File: src/rtl/dmw_pkg.sv
package dmw_pkg;
  // host i/o ports of the graphics controller and sequencer
  localparam logic [15:0] GC_INDEX_PORT  = 16'h03ce;
  localparam logic [15:0] GC_DATA_PORT   = 16'h03cf;
  localparam logic [15:0] SEQ_INDEX_PORT = 16'h03c4;
  localparam logic [15:0] SEQ_DATA_PORT  = 16'h03c5;

  // graphics controller indices
  localparam logic [7:0] IDX_SET_RESET      = 8'h00;
  localparam logic [7:0] IDX_EN_SET_RESET   = 8'h01;
  localparam logic [7:0] IDX_GRAPHICS_MODE  = 8'h05;
  localparam logic [7:0] IDX_MEM_MAP        = 8'h06;
  localparam logic [7:0] IDX_BANK_PRIMARY   = 8'h09;
  localparam logic [7:0] IDX_BANK_SECONDARY = 8'h0a;
  localparam logic [7:0] IDX_WRITE_EXT      = 8'h0b;
  localparam logic [7:0] IDX_BG_COLOUR1     = 8'h10;
  localparam logic [7:0] IDX_FG_COLOUR1     = 8'h11;
  // sequencer indices
  localparam logic [7:0] IDX_PLANE_MASK     = 8'h02;
  localparam logic [7:0] IDX_EXT_SEQ_MODE   = 8'h07;

  // write_mode_extensions field positions
  localparam int WX_DUAL       = 0;
  localparam int WX_SHIFT3     = 1;
  localparam int WX_EXT        = 2;
  localparam int WX_WIDE_LATCH = 3;
  localparam int WX_SHIFT4     = 4;
  localparam int WX_GRAN16     = 5;
  localparam logic [7:0] WX_WRITABLE = 8'h3f;

  // other field positions
  localparam int GM_WRITE_MODE_HI = 2;
  localparam int MM_SEL_LO        = 2;
  localparam logic [1:0] MM_SEL_64K = 2'h1;
  localparam int SEQ_PAGE_LO      = 4;

  // values after reset
  localparam logic [7:0] RST_BANK      = 8'h00;
  localparam logic [7:0] RST_WRITE_EXT = 8'h00;
  localparam logic [7:0] RST_REG       = 8'h00;

  // transfer and latch sizes, address shifts
  localparam logic [4:0] BYTES_NORMAL = 5'h04;
  localparam logic [4:0] BYTES_EXT    = 5'h08;
  localparam logic [4:0] BYTES_EXT16  = 5'h10;
  localparam logic [3:0] LATCH_NORMAL = 4'h4;
  localparam logic [3:0] LATCH_WIDE   = 4'h8;
  localparam logic [2:0] SHIFT_BY8    = 3'h3;
  localparam logic [2:0] SHIFT_SHIFT4_PIXEL_ADDRESSING   = 3'h4;
endpackage : dmw_pkg

File: src/rtl/dmw_cfg_if.sv
`timescale 1ns/1ps
interface dmw_cfg_if;
  logic [7:0] bank_offset_primary;
  logic [7:0] bank_offset_secondary;
  logic [7:0] write_mode_extensions;
  logic [7:0] set_reset_reg;
  logic [7:0] enable_set_reset_reg;
  logic [7:0] graphics_mode_reg;
  logic [7:0] memory_map_select_reg;
  logic [7:0] plane_write_mask;
  logic [7:0] extended_sequencer_mode_reg;
  logic [7:0] background_colour_byte1;
  logic [7:0] foreground_colour_byte1;

  modport ctrl (
    output bank_offset_primary, bank_offset_secondary, write_mode_extensions,
    output set_reset_reg, enable_set_reset_reg, graphics_mode_reg,
    output memory_map_select_reg, plane_write_mask, extended_sequencer_mode_reg,
    output background_colour_byte1, foreground_colour_byte1
  );
  modport map (
    input bank_offset_primary, bank_offset_secondary, write_mode_extensions,
    input memory_map_select_reg
  );
  modport wctl (
    input write_mode_extensions, set_reset_reg, enable_set_reset_reg,
    input graphics_mode_reg, plane_write_mask, extended_sequencer_mode_reg,
    input background_colour_byte1, foreground_colour_byte1
  );
endinterface : dmw_cfg_if

File: src/rtl/dmw_addr_map.sv
`timescale 1ns/1ps
module dmw_addr_map (
  // clock and reset
  input  wire logic        clk,
  input  wire logic        rst,
  // configuration
  dmw_cfg_if.map           cfg,
  // host memory cycle
  input  wire logic        mem_req,
  input  wire logic [19:0] host_address,
  input  wire logic        linear_en,
  input  wire logic [4:0]  linear_address_hi,
  // translated address
  output logic             mem_valid,
  output logic [21:0]      mem_address
);
  typedef struct packed {
    logic        valid;
    logic [21:0] addr;
  } dmw_map_s;

  dmw_map_s state_ff;
  dmw_map_s nxt_state;

  logic        dual;
  logic        gran16;
  logic        map64;
  logic        ia16;
  logic        ia15;
  logic [7:0]  offset;
  logic [9:0]  memory_address_sum;
  logic [21:0] mapped;

  always_comb begin
    dual   = cfg.write_mode_extensions[dmw_pkg::WX_DUAL];
    gran16 = cfg.write_mode_extensions[dmw_pkg::WX_GRAN16];
    map64  = cfg.memory_map_select_reg[dmw_pkg::MM_SEL_LO +: 2] == dmw_pkg::MM_SEL_64K;
    // second offset only in dual window with host bit 15 high
    offset = (dual && host_address[15]) ? cfg.bank_offset_secondary
                                        : cfg.bank_offset_primary;
    ia16 = (map64 || dual) ? 1'b0 : host_address[16];
    ia15 = dual ? 1'b0 : host_address[15];
    // plain unsigned sums, cut to width, before any wrap control
    if (linear_en) begin
      memory_address_sum = {linear_address_hi, host_address[16:12]}
                         + {offset, 2'b00};
    end else if (gran16) begin
      memory_address_sum = {5'b00000, ia16, ia15, host_address[14:12]}
                         + {offset, 2'b00};
    end else begin
      memory_address_sum = {2'b00, 8'({3'b000, ia16, ia15, host_address[14:12]}
                         + offset)};
    end
    mapped = {memory_address_sum, host_address[11:0]};
    nxt_state.valid = mem_req;
    nxt_state.addr  = state_ff.addr;
    if (mem_req) begin
      if (cfg.write_mode_extensions[dmw_pkg::WX_EXT]
          && cfg.write_mode_extensions[dmw_pkg::WX_SHIFT4]) begin
        nxt_state.addr = mapped << dmw_pkg::SHIFT_SHIFT4_PIXEL_ADDRESSING;
      end else if (cfg.write_mode_extensions[dmw_pkg::WX_SHIFT3]) begin
        nxt_state.addr = mapped << dmw_pkg::SHIFT_BY8;
      end else begin
        nxt_state.addr = mapped;
      end
    end
  end

  always_ff @(posedge clk or posedge rst) begin
    if (rst) begin
      state_ff <= '0;
    end else begin
      state_ff <= nxt_state;
    end
  end

  assign mem_valid   = state_ff.valid;
  assign mem_address = state_ff.addr;
endmodule : dmw_addr_map

File: src/rtl/dmw_write_ctl.sv
`timescale 1ns/1ps
module dmw_write_ctl (
  // clock and reset
  input  wire logic        clk,
  input  wire logic        rst,
  // configuration
  dmw_cfg_if.wctl          cfg,
  // derived write controls
  output logic [4:0]       bytes_per_transfer,
  output logic [3:0]       latch_bytes,
  output logic [15:0]      pixel_write_mask,
  output logic [7:0]       set_reset_eff,
  output logic [7:0]       enable_set_reset_eff,
  output logic [2:0]       write_mode,
  output logic             colour_ext_en,
  output logic [15:0]      colour_ext,
  output logic             page_select_lo,
  output logic             aperture_2mb
);
  typedef struct packed {
    logic [4:0]  bytes;
    logic [3:0]  latch;
    logic [15:0] mask;
    logic [7:0]  sr;
    logic [7:0]  esr;
    logic [2:0]  wmode;
    logic        cext;
    logic [15:0] colour;
    logic        page;
    logic        ap2;
  } dmw_wctl_s;

  dmw_wctl_s state_ff;
  dmw_wctl_s nxt_state;
  logic      ext;
  logic      ext16;

  always_comb begin
    ext   = cfg.write_mode_extensions[dmw_pkg::WX_EXT];
    // 16-bit enhanced bit counts only with extended writes on
    ext16 = ext && cfg.write_mode_extensions[dmw_pkg::WX_SHIFT4];
    nxt_state = state_ff;
    nxt_state.bytes = ext16 ? dmw_pkg::BYTES_EXT16
                    : ext ? dmw_pkg::BYTES_EXT : dmw_pkg::BYTES_NORMAL;
    nxt_state.latch = cfg.write_mode_extensions[dmw_pkg::WX_WIDE_LATCH]
                    ? dmw_pkg::LATCH_WIDE : dmw_pkg::LATCH_NORMAL;
    nxt_state.sr  = ext ? cfg.set_reset_reg : {4'h0, cfg.set_reset_reg[3:0]};
    nxt_state.esr = ext ? cfg.enable_set_reset_reg
                        : {4'h0, cfg.enable_set_reset_reg[3:0]};
    nxt_state.wmode = {ext && cfg.graphics_mode_reg[dmw_pkg::GM_WRITE_MODE_HI],
                       cfg.graphics_mode_reg[1:0]};
    for (int i = 0; i < 8; i++) begin
      // one mask bit covers both bytes of a pixel
      nxt_state.mask[2*i +: 2] = {2{cfg.plane_write_mask[i]}};
    end
    if (!ext16) begin
      nxt_state.mask = ext ? {8'h00, cfg.plane_write_mask}
                           : {12'h000, cfg.plane_write_mask[3:0]};
    end
    nxt_state.cext   = ext16;
    nxt_state.colour = ext16 ? {cfg.foreground_colour_byte1, cfg.background_colour_byte1}
                             : 16'h0000;
    nxt_state.page = cfg.write_mode_extensions[dmw_pkg::WX_GRAN16] ? 1'b0
                   : cfg.extended_sequencer_mode_reg[dmw_pkg::SEQ_PAGE_LO];
    nxt_state.ap2  = cfg.write_mode_extensions[dmw_pkg::WX_GRAN16];
  end

  always_ff @(posedge clk or posedge rst) begin
    if (rst) begin
      state_ff <= '0;
    end else begin
      state_ff <= nxt_state;
    end
  end

  assign bytes_per_transfer   = state_ff.bytes;
  assign latch_bytes          = state_ff.latch;
  assign pixel_write_mask     = state_ff.mask;
  assign set_reset_eff        = state_ff.sr;
  assign enable_set_reset_eff = state_ff.esr;
  assign write_mode           = state_ff.wmode;
  assign colour_ext_en        = state_ff.cext;
  assign colour_ext           = state_ff.colour;
  assign page_select_lo       = state_ff.page;
  assign aperture_2mb         = state_ff.ap2;
endmodule : dmw_write_ctl

File: src/rtl/dmw_mapper.sv
`timescale 1ns/1ps
module dmw_mapper (
  // clock and reset
  input  wire logic        clk,
  input  wire logic        rst,
  // host i/o cycles
  input  wire logic        io_wr,
  input  wire logic        io_rd,
  input  wire logic [15:0] io_addr,
  input  wire logic [7:0]  io_wdata,
  output logic [7:0]       io_rdata,
  // host memory cycles
  input  wire logic        mem_req,
  input  wire logic [19:0] host_address,
  input  wire logic        linear_en,
  input  wire logic [4:0]  linear_address_hi,
  output logic             mem_valid,
  output logic [21:0]      mem_address,
  // write path controls
  output logic [4:0]       bytes_per_transfer,
  output logic [3:0]       latch_bytes,
  output logic [15:0]      pixel_write_mask,
  output logic [7:0]       set_reset_eff,
  output logic [7:0]       enable_set_reset_eff,
  output logic [2:0]       write_mode,
  output logic             colour_ext_en,
  output logic [15:0]      colour_ext,
  output logic             page_select_lo,
  output logic             aperture_2mb
);
  typedef struct packed {
    logic [7:0] gc_index;
    logic [7:0] seq_index;
    logic [7:0] bank_primary;
    logic [7:0] bank_secondary;
    logic [7:0] write_ext;
    logic [7:0] set_reset;
    logic [7:0] en_set_reset;
    logic [7:0] gmode;
    logic [7:0] map_select;
    logic [7:0] plane_mask;
    logic [7:0] seq_mode;
    logic [7:0] bg_colour;
    logic [7:0] fg_colour;
    logic [7:0] rdata;
  } dmw_regs_s;

  dmw_regs_s state_ff;
  dmw_regs_s nxt_state;

  function automatic logic port_hit(input logic [15:0] addr, input logic [15:0] port);
    port_hit = addr == port;
  endfunction : port_hit

  always_comb begin
    nxt_state = state_ff;
    if (io_wr) begin
      if (port_hit(io_addr, dmw_pkg::GC_INDEX_PORT)) begin
        nxt_state.gc_index = io_wdata;
      end
      if (port_hit(io_addr, dmw_pkg::SEQ_INDEX_PORT)) begin
        nxt_state.seq_index = io_wdata;
      end
      if (port_hit(io_addr, dmw_pkg::GC_DATA_PORT)) begin
        case (state_ff.gc_index)
          dmw_pkg::IDX_SET_RESET:      nxt_state.set_reset = io_wdata;
          dmw_pkg::IDX_EN_SET_RESET:   nxt_state.en_set_reset = io_wdata;
          dmw_pkg::IDX_GRAPHICS_MODE:  nxt_state.gmode = io_wdata;
          dmw_pkg::IDX_MEM_MAP:        nxt_state.map_select = io_wdata;
          dmw_pkg::IDX_BANK_PRIMARY:   nxt_state.bank_primary = io_wdata;
          dmw_pkg::IDX_BANK_SECONDARY: nxt_state.bank_secondary = io_wdata;
          dmw_pkg::IDX_WRITE_EXT: begin
            nxt_state.write_ext = io_wdata & dmw_pkg::WX_WRITABLE;
            // turning extended writes off drops the widened upper nibbles
            if (state_ff.write_ext[dmw_pkg::WX_EXT] && !io_wdata[dmw_pkg::WX_EXT]) begin
              nxt_state.set_reset[7:4]    = 4'h0;
              nxt_state.en_set_reset[7:4] = 4'h0;
            end
          end
          dmw_pkg::IDX_BG_COLOUR1:     nxt_state.bg_colour = io_wdata;
          dmw_pkg::IDX_FG_COLOUR1:     nxt_state.fg_colour = io_wdata;
          default: ;
        endcase
      end
      if (port_hit(io_addr, dmw_pkg::SEQ_DATA_PORT)) begin
        case (state_ff.seq_index)
          dmw_pkg::IDX_PLANE_MASK:   nxt_state.plane_mask = io_wdata;
          dmw_pkg::IDX_EXT_SEQ_MODE: nxt_state.seq_mode = io_wdata;
          default: ;
        endcase
      end
    end
    // read data is registered; unknown ports and indices read zero
    nxt_state.rdata = 8'h00;
    if (io_rd) begin
      if (port_hit(io_addr, dmw_pkg::GC_INDEX_PORT)) begin
        nxt_state.rdata = state_ff.gc_index;
      end else if (port_hit(io_addr, dmw_pkg::SEQ_INDEX_PORT)) begin
        nxt_state.rdata = state_ff.seq_index;
      end else if (port_hit(io_addr, dmw_pkg::GC_DATA_PORT)) begin
        case (state_ff.gc_index)
          dmw_pkg::IDX_SET_RESET:      nxt_state.rdata = state_ff.set_reset;
          dmw_pkg::IDX_EN_SET_RESET:   nxt_state.rdata = state_ff.en_set_reset;
          dmw_pkg::IDX_GRAPHICS_MODE:  nxt_state.rdata = state_ff.gmode;
          dmw_pkg::IDX_MEM_MAP:        nxt_state.rdata = state_ff.map_select;
          dmw_pkg::IDX_BANK_PRIMARY:   nxt_state.rdata = state_ff.bank_primary;
          dmw_pkg::IDX_BANK_SECONDARY: nxt_state.rdata = state_ff.bank_secondary;
          dmw_pkg::IDX_WRITE_EXT:      nxt_state.rdata = state_ff.write_ext;
          dmw_pkg::IDX_BG_COLOUR1:     nxt_state.rdata = state_ff.bg_colour;
          dmw_pkg::IDX_FG_COLOUR1:     nxt_state.rdata = state_ff.fg_colour;
          default:                     nxt_state.rdata = 8'h00;
        endcase
      end else if (port_hit(io_addr, dmw_pkg::SEQ_DATA_PORT)) begin
        case (state_ff.seq_index)
          dmw_pkg::IDX_PLANE_MASK:   nxt_state.rdata = state_ff.plane_mask;
          dmw_pkg::IDX_EXT_SEQ_MODE: nxt_state.rdata = state_ff.seq_mode;
          default:                   nxt_state.rdata = 8'h00;
        endcase
      end
    end
  end

  always_ff @(posedge clk or posedge rst) begin
    if (rst) begin
      state_ff                <= '0;
      state_ff.bank_primary   <= dmw_pkg::RST_BANK;
      state_ff.bank_secondary <= dmw_pkg::RST_BANK;
      state_ff.write_ext      <= dmw_pkg::RST_WRITE_EXT;
      state_ff.plane_mask     <= dmw_pkg::RST_REG;
    end else begin
      state_ff <= nxt_state;
    end
  end

  assign io_rdata = state_ff.rdata;

  dmw_cfg_if cfg ();

  assign cfg.bank_offset_primary         = state_ff.bank_primary;
  assign cfg.bank_offset_secondary       = state_ff.bank_secondary;
  assign cfg.write_mode_extensions       = state_ff.write_ext;
  assign cfg.set_reset_reg               = state_ff.set_reset;
  assign cfg.enable_set_reset_reg        = state_ff.en_set_reset;
  assign cfg.graphics_mode_reg           = state_ff.gmode;
  assign cfg.memory_map_select_reg       = state_ff.map_select;
  assign cfg.plane_write_mask            = state_ff.plane_mask;
  assign cfg.extended_sequencer_mode_reg = state_ff.seq_mode;
  assign cfg.background_colour_byte1     = state_ff.bg_colour;
  assign cfg.foreground_colour_byte1     = state_ff.fg_colour;

  // software keeps by-8 and by-16 apart; if both are set, by-16 wins only with extended writes on, else by-8 wins
  dmw_addr_map u_map (
    .clk               (clk),
    .rst               (rst),
    .cfg               (cfg),
    .mem_req           (mem_req),
    .host_address      (host_address),
    .linear_en         (linear_en),
    .linear_address_hi (linear_address_hi),
    .mem_valid         (mem_valid),
    .mem_address       (mem_address)
  );

  dmw_write_ctl u_wctl (
    .clk                  (clk),
    .rst                  (rst),
    .cfg                  (cfg),
    .bytes_per_transfer   (bytes_per_transfer),
    .latch_bytes          (latch_bytes),
    .pixel_write_mask     (pixel_write_mask),
    .set_reset_eff        (set_reset_eff),
    .enable_set_reset_eff (enable_set_reset_eff),
    .write_mode           (write_mode),
    .colour_ext_en        (colour_ext_en),
    .colour_ext           (colour_ext),
    .page_select_lo       (page_select_lo),
    .aperture_2mb         (aperture_2mb)
  );
endmodule : dmw_mapper

File: config.mk
export PLATFORM = sky130hd
export DESIGN_NAME = dmw_mapper
export DESIGN_NICKNAME = d
export VERILOG_FILES = /design/src/rtl/dmw_pkg.sv /design/src/rtl/dmw_cfg_if.sv /design/src/rtl/dmw_addr_map.sv /design/src/rtl/dmw_write_ctl.sv /design/src/rtl/dmw_mapper.sv
export SDC_FILE = /design/constraint.sdc
export NUM_CORES = 1
export LEC_CHECK = 0
export BUFFER_PORTS_ARGS = -buffer_cell sky130_fd_sc_hd__buf_2
export CORE_MARGIN = 8
export CORE_UTILIZATION = 52
export CTS_CLUSTER_DIAMETER = 60
export DETAILED_ROUTE_END_ITERATION = 10
export HOLD_SLACK_MARGIN = 0.08
export PLACE_DENSITY_LB_ADDON = 0.05
export SLEW_MARGIN = 20
export SYNTH_ARGS = -nofsm -noshare
export SYNTH_HDL_FRONTEND = slang
export SYNTH_HIERARCHICAL = 1
export SYNTH_SLANG_ARGS = --single-unit
File: constraint.sdc
create_clock -name clk -period 5.4 [get_ports clk]
set_input_delay 1.62 -clock clk [delete_from_list [all_inputs] [get_ports clk]]
set_output_delay 1.62 -clock clk [all_outputs]
set_load 0.05 [all_outputs]
==> Implementation_results.wiki <==
{| class="wikitable"
! Metric !! Value
|-
| Number of filler cells placed in the layout || about 1500
|-
| Total half-perimeter wirelength after legalization and detailed placement || 17.9 mm
|-
| Top achievable clock speed || around 240 MHz
|-
| Global route overflow || 0
|-
| # DRC || 0
|-
| Routed wire length || 24.4 mm
|-
| Length in cells of the worst reg-to-reg path || 12
|-
| Largest fanout of any net on the critical path || 12
|-
| Antenna viol nets, final || 0
|-
| Initial Util || between 50% and 60%
|-
| Tot GR Track Use || ~22%
|-
| Wire length of the first global-routing pass || 38.8 mm
|-
| Maximum clock insertion buffer count || 2
|-
| Count of antenna diodes in the layout || 0
|-
| Flip-flop count of the largest register after layout || 22
|-
| Switching pwr || about 0.77 mW
|-
| DRC violation total after the first TritonRoute iteration || 568
|-
| Category of the worst setup path launch point || input pin
|-
| Run status || completed
|-
| Data arrival time of the critical path || between 4000 and 5000 ps
|-
| Max-cap check violation count || 0
|-
| CTS sink cnt || 187
|-
| Minimum clock period || ~4200 ps
|-
| Hold WS || between 400 and 500 ps
|-
| Total Die Area || between 20000 and 25000 sq um
|-
| Initial antenna violation count || 0
|-
| CTS Buf Count || 17
|-
| Number of buffer cells added on primary ports || 141
|-
| Clock network latency to the later pin of the worst-skew pair || 440 ps
|-
| Worst vdd ir || roughly 0.21 mV
|-
| Crit path required time || 5710 ps
|-
| Final Hold Viols || 0
|-
| Post-Place Setup Slack || between 800 and 900 ps
|-
| Worst max-slew margin expressed relative to the limit || 32.7%
|-
| Number of cell rows || 49
|-
| Hold_buf cts || 0
|-
| Power density normalized to cell area || 268 nW/um^2
|-
| Final cell area excluding filler cells || ~11000 sq um
|-
| Slew at the pin with the worst max-slew slack || around 1000 ps
|-
| Post-DR wirelength/cell || 20.8 um
|-
| Clock skew || ~16 ps
|-
| Core area || about 18000 sq um
|-
| Chip Width || about 150 um
|-
| Clk pwr share || a little over two fifths
|-
| Proportion of power drawn by combinational gates || under 10%
|-
| Number of instances in the synthesized netlist || between 800 and 900
|-
| I/O Pins || 149
|-
| Fraction of final layout cells with drive strength greater than 1 || between 30% and 40%
|-
| Switching part of the total power || between 20% and 30%
|-
| Overall Power || roughly 2.9 mW
|-
| Register-to-register setup slack || a little over 2000 ps
|-
| Clock root buffer || clkbuf_16
|-
| Internal power of the cells || 2.09 mW
|-
| Clock tree from TritonCTS || done
|-
| Setup TNS Final || 0 ps
|-
| Total standard cell area after synthesis || roughly 9400 sq um
|-
| Cells on Worst Hold Path || 0
|-
| Clock transition at path regs || around 70 ps
|-
| Post-CTS setup buffer count || 0
|-
| Launching instance or port of the critical path || host_address[15]
|-
| RR Startpoint || cfg.write_mode_extensions[0]$_DFFE_PP0P_
|-
| Crit path capture type || register
|-
| Setup repair after global routing missed its margin || no
|-
| Number of global-route vias before repair || 6855
|-
| Critical path class || in -> reg
|-
| Total setup violations reported at the end of the flow || 0
|-
| Final Wtd Congestion || 0.884
|-
| Worst reg2reg endpoint || u_map/mem_address[21]$_DFFE_PP0P_
|-
| Relative area change from synthesis to final layout || 13.7%
|-
| Ys Warns || 6
|-
| Leak pwr || ~5.5 nW
|-
| Final-report max-slew violation count || 0
|-
| Sequential Power Share || 49.8%
|-
| Post-synthesis average cell area || around 11 sq um
|-
| H-tree Lvls || 4
|-
| Total number of nets in the final design || 1004
|-
| Endpoint of the worst setup timing path || u_map/mem_address[21]$_DFFE_PP0P_
|-
| Hold/Removal Path Class || reg -> reg
|-
| Crit path setup slack, layout || 1200 ps
|-
| Die height || about 150 um
|-
| Vias || about 7000
|-
| TritonRoute pass-1 iters || 5
|-
| Portion of the clock cycle consumed by the worst path in the final layout || between 70% and 80%
|-
| Number of instances resized during post-cts repair || 0
|-
| Pin count of the biggest net entering global routing || 73
|-
| Vias per cell || just under 6
|-
| Area post-placement || between 10000 and 15000 sq um
|}
## power groups by stage
stage                     sequential, mW  combinational, mW  clock, mW
after floorplan                     1.51             0.0921          0
after global placement              1.45              0.222          0
after detailed placement            1.45              0.225          0
after CTS                           1.42              0.225       1.24
after global routing                1.43              0.243       1.30
final                               1.42              0.223       1.21
## cells in the final DEF, fill, tap and decap left out, types with 14 or more instances in the layout
cell type  count
dfrtp_1      187
nor2_1        26
mux2_2       109
ha_1          15
a21oi_1       41
nand3_1       24
clkbuf_16     17
mux2i_1       23
and3_1        24
nand2_1       49
o21ai_0       36
inv_1         21
buf_2        141
a22oi_1       20
nor2b_1       14
## layout make-up
type                    instances  area (sq um)  area share (%)
clock inverters                15           153            1.43
multi-input cells             554          4290            40.2
clock buffers                  17           425            3.99
flip-flops and latches        187          4680            43.9
repair buffers                144           728            6.83
well taps                     229           287            2.69
inverters                      27           105           0.985
## layer usage
layer | global-route usage (%) | wire length [um] | vias to the layer above
li1 | - | - | 3185
met1 | 31.6 | 11300 | 3414
met2 | 34.1 | 11200 | 212
met3 | 4.36 | 1500 | 29
met4 | 6.00 | 374 | 0
met5 | 0 | 0 | -
## worst max-delay path: stages
cell	delay, ps
buf_2	140
nand2_2	250
mux2_2	350
ha_1	210
inv_1	90
fa_1	410
nor2b_1	190
o21ai_0	120
xor2_1	160
mux2i_1	100
a221o_1	380
nor2b_1	160
o32a_1	320
## worst min-delay path by stage
stage / slack, ps / startpoint / end
finish: 400 / cfg.set_reset_reg[0]$_DFFE_PP0P_ / u_wctl/set_reset_eff[0]$_DFF_PP0_
CTS: 410 / cfg.set_reset_reg[0]$_DFFE_PP0P_ / u_wctl/set_reset_eff[0]$_DFF_PP0_
global placement: 390 / cfg.set_reset_reg[0]$_DFFE_PP0P_ / u_wctl/set_reset_eff[0]$_DFF_PP0_
global route: 420 / cfg.set_reset_reg[0]$_DFFE_PP0P_ / u_wctl/set_reset_eff[0]$_DFF_PP0_
floorplan: 370 / cfg.set_reset_reg[1]$_DFFE_PP0P_ / u_wctl/set_reset_eff[1]$_DFF_PP0_
detailed placement: 400 / cfg.set_reset_reg[0]$_DFFE_PP0P_ / u_wctl/set_reset_eff[0]$_DFF_PP0_
## per-stage QoR
| stage | utilization, % | cells |
|---|---|---|
| floorplan | - | 831 |
| global placement | 56.5 | 1141 |
| detailed placement | 56.5 | 1141 |
| CTS | 59.8 | 1173 |
| global route | 59.8 | 1173 |
| finish | 59.8 | 1173 |
Power figures use the tool's default switching activity.
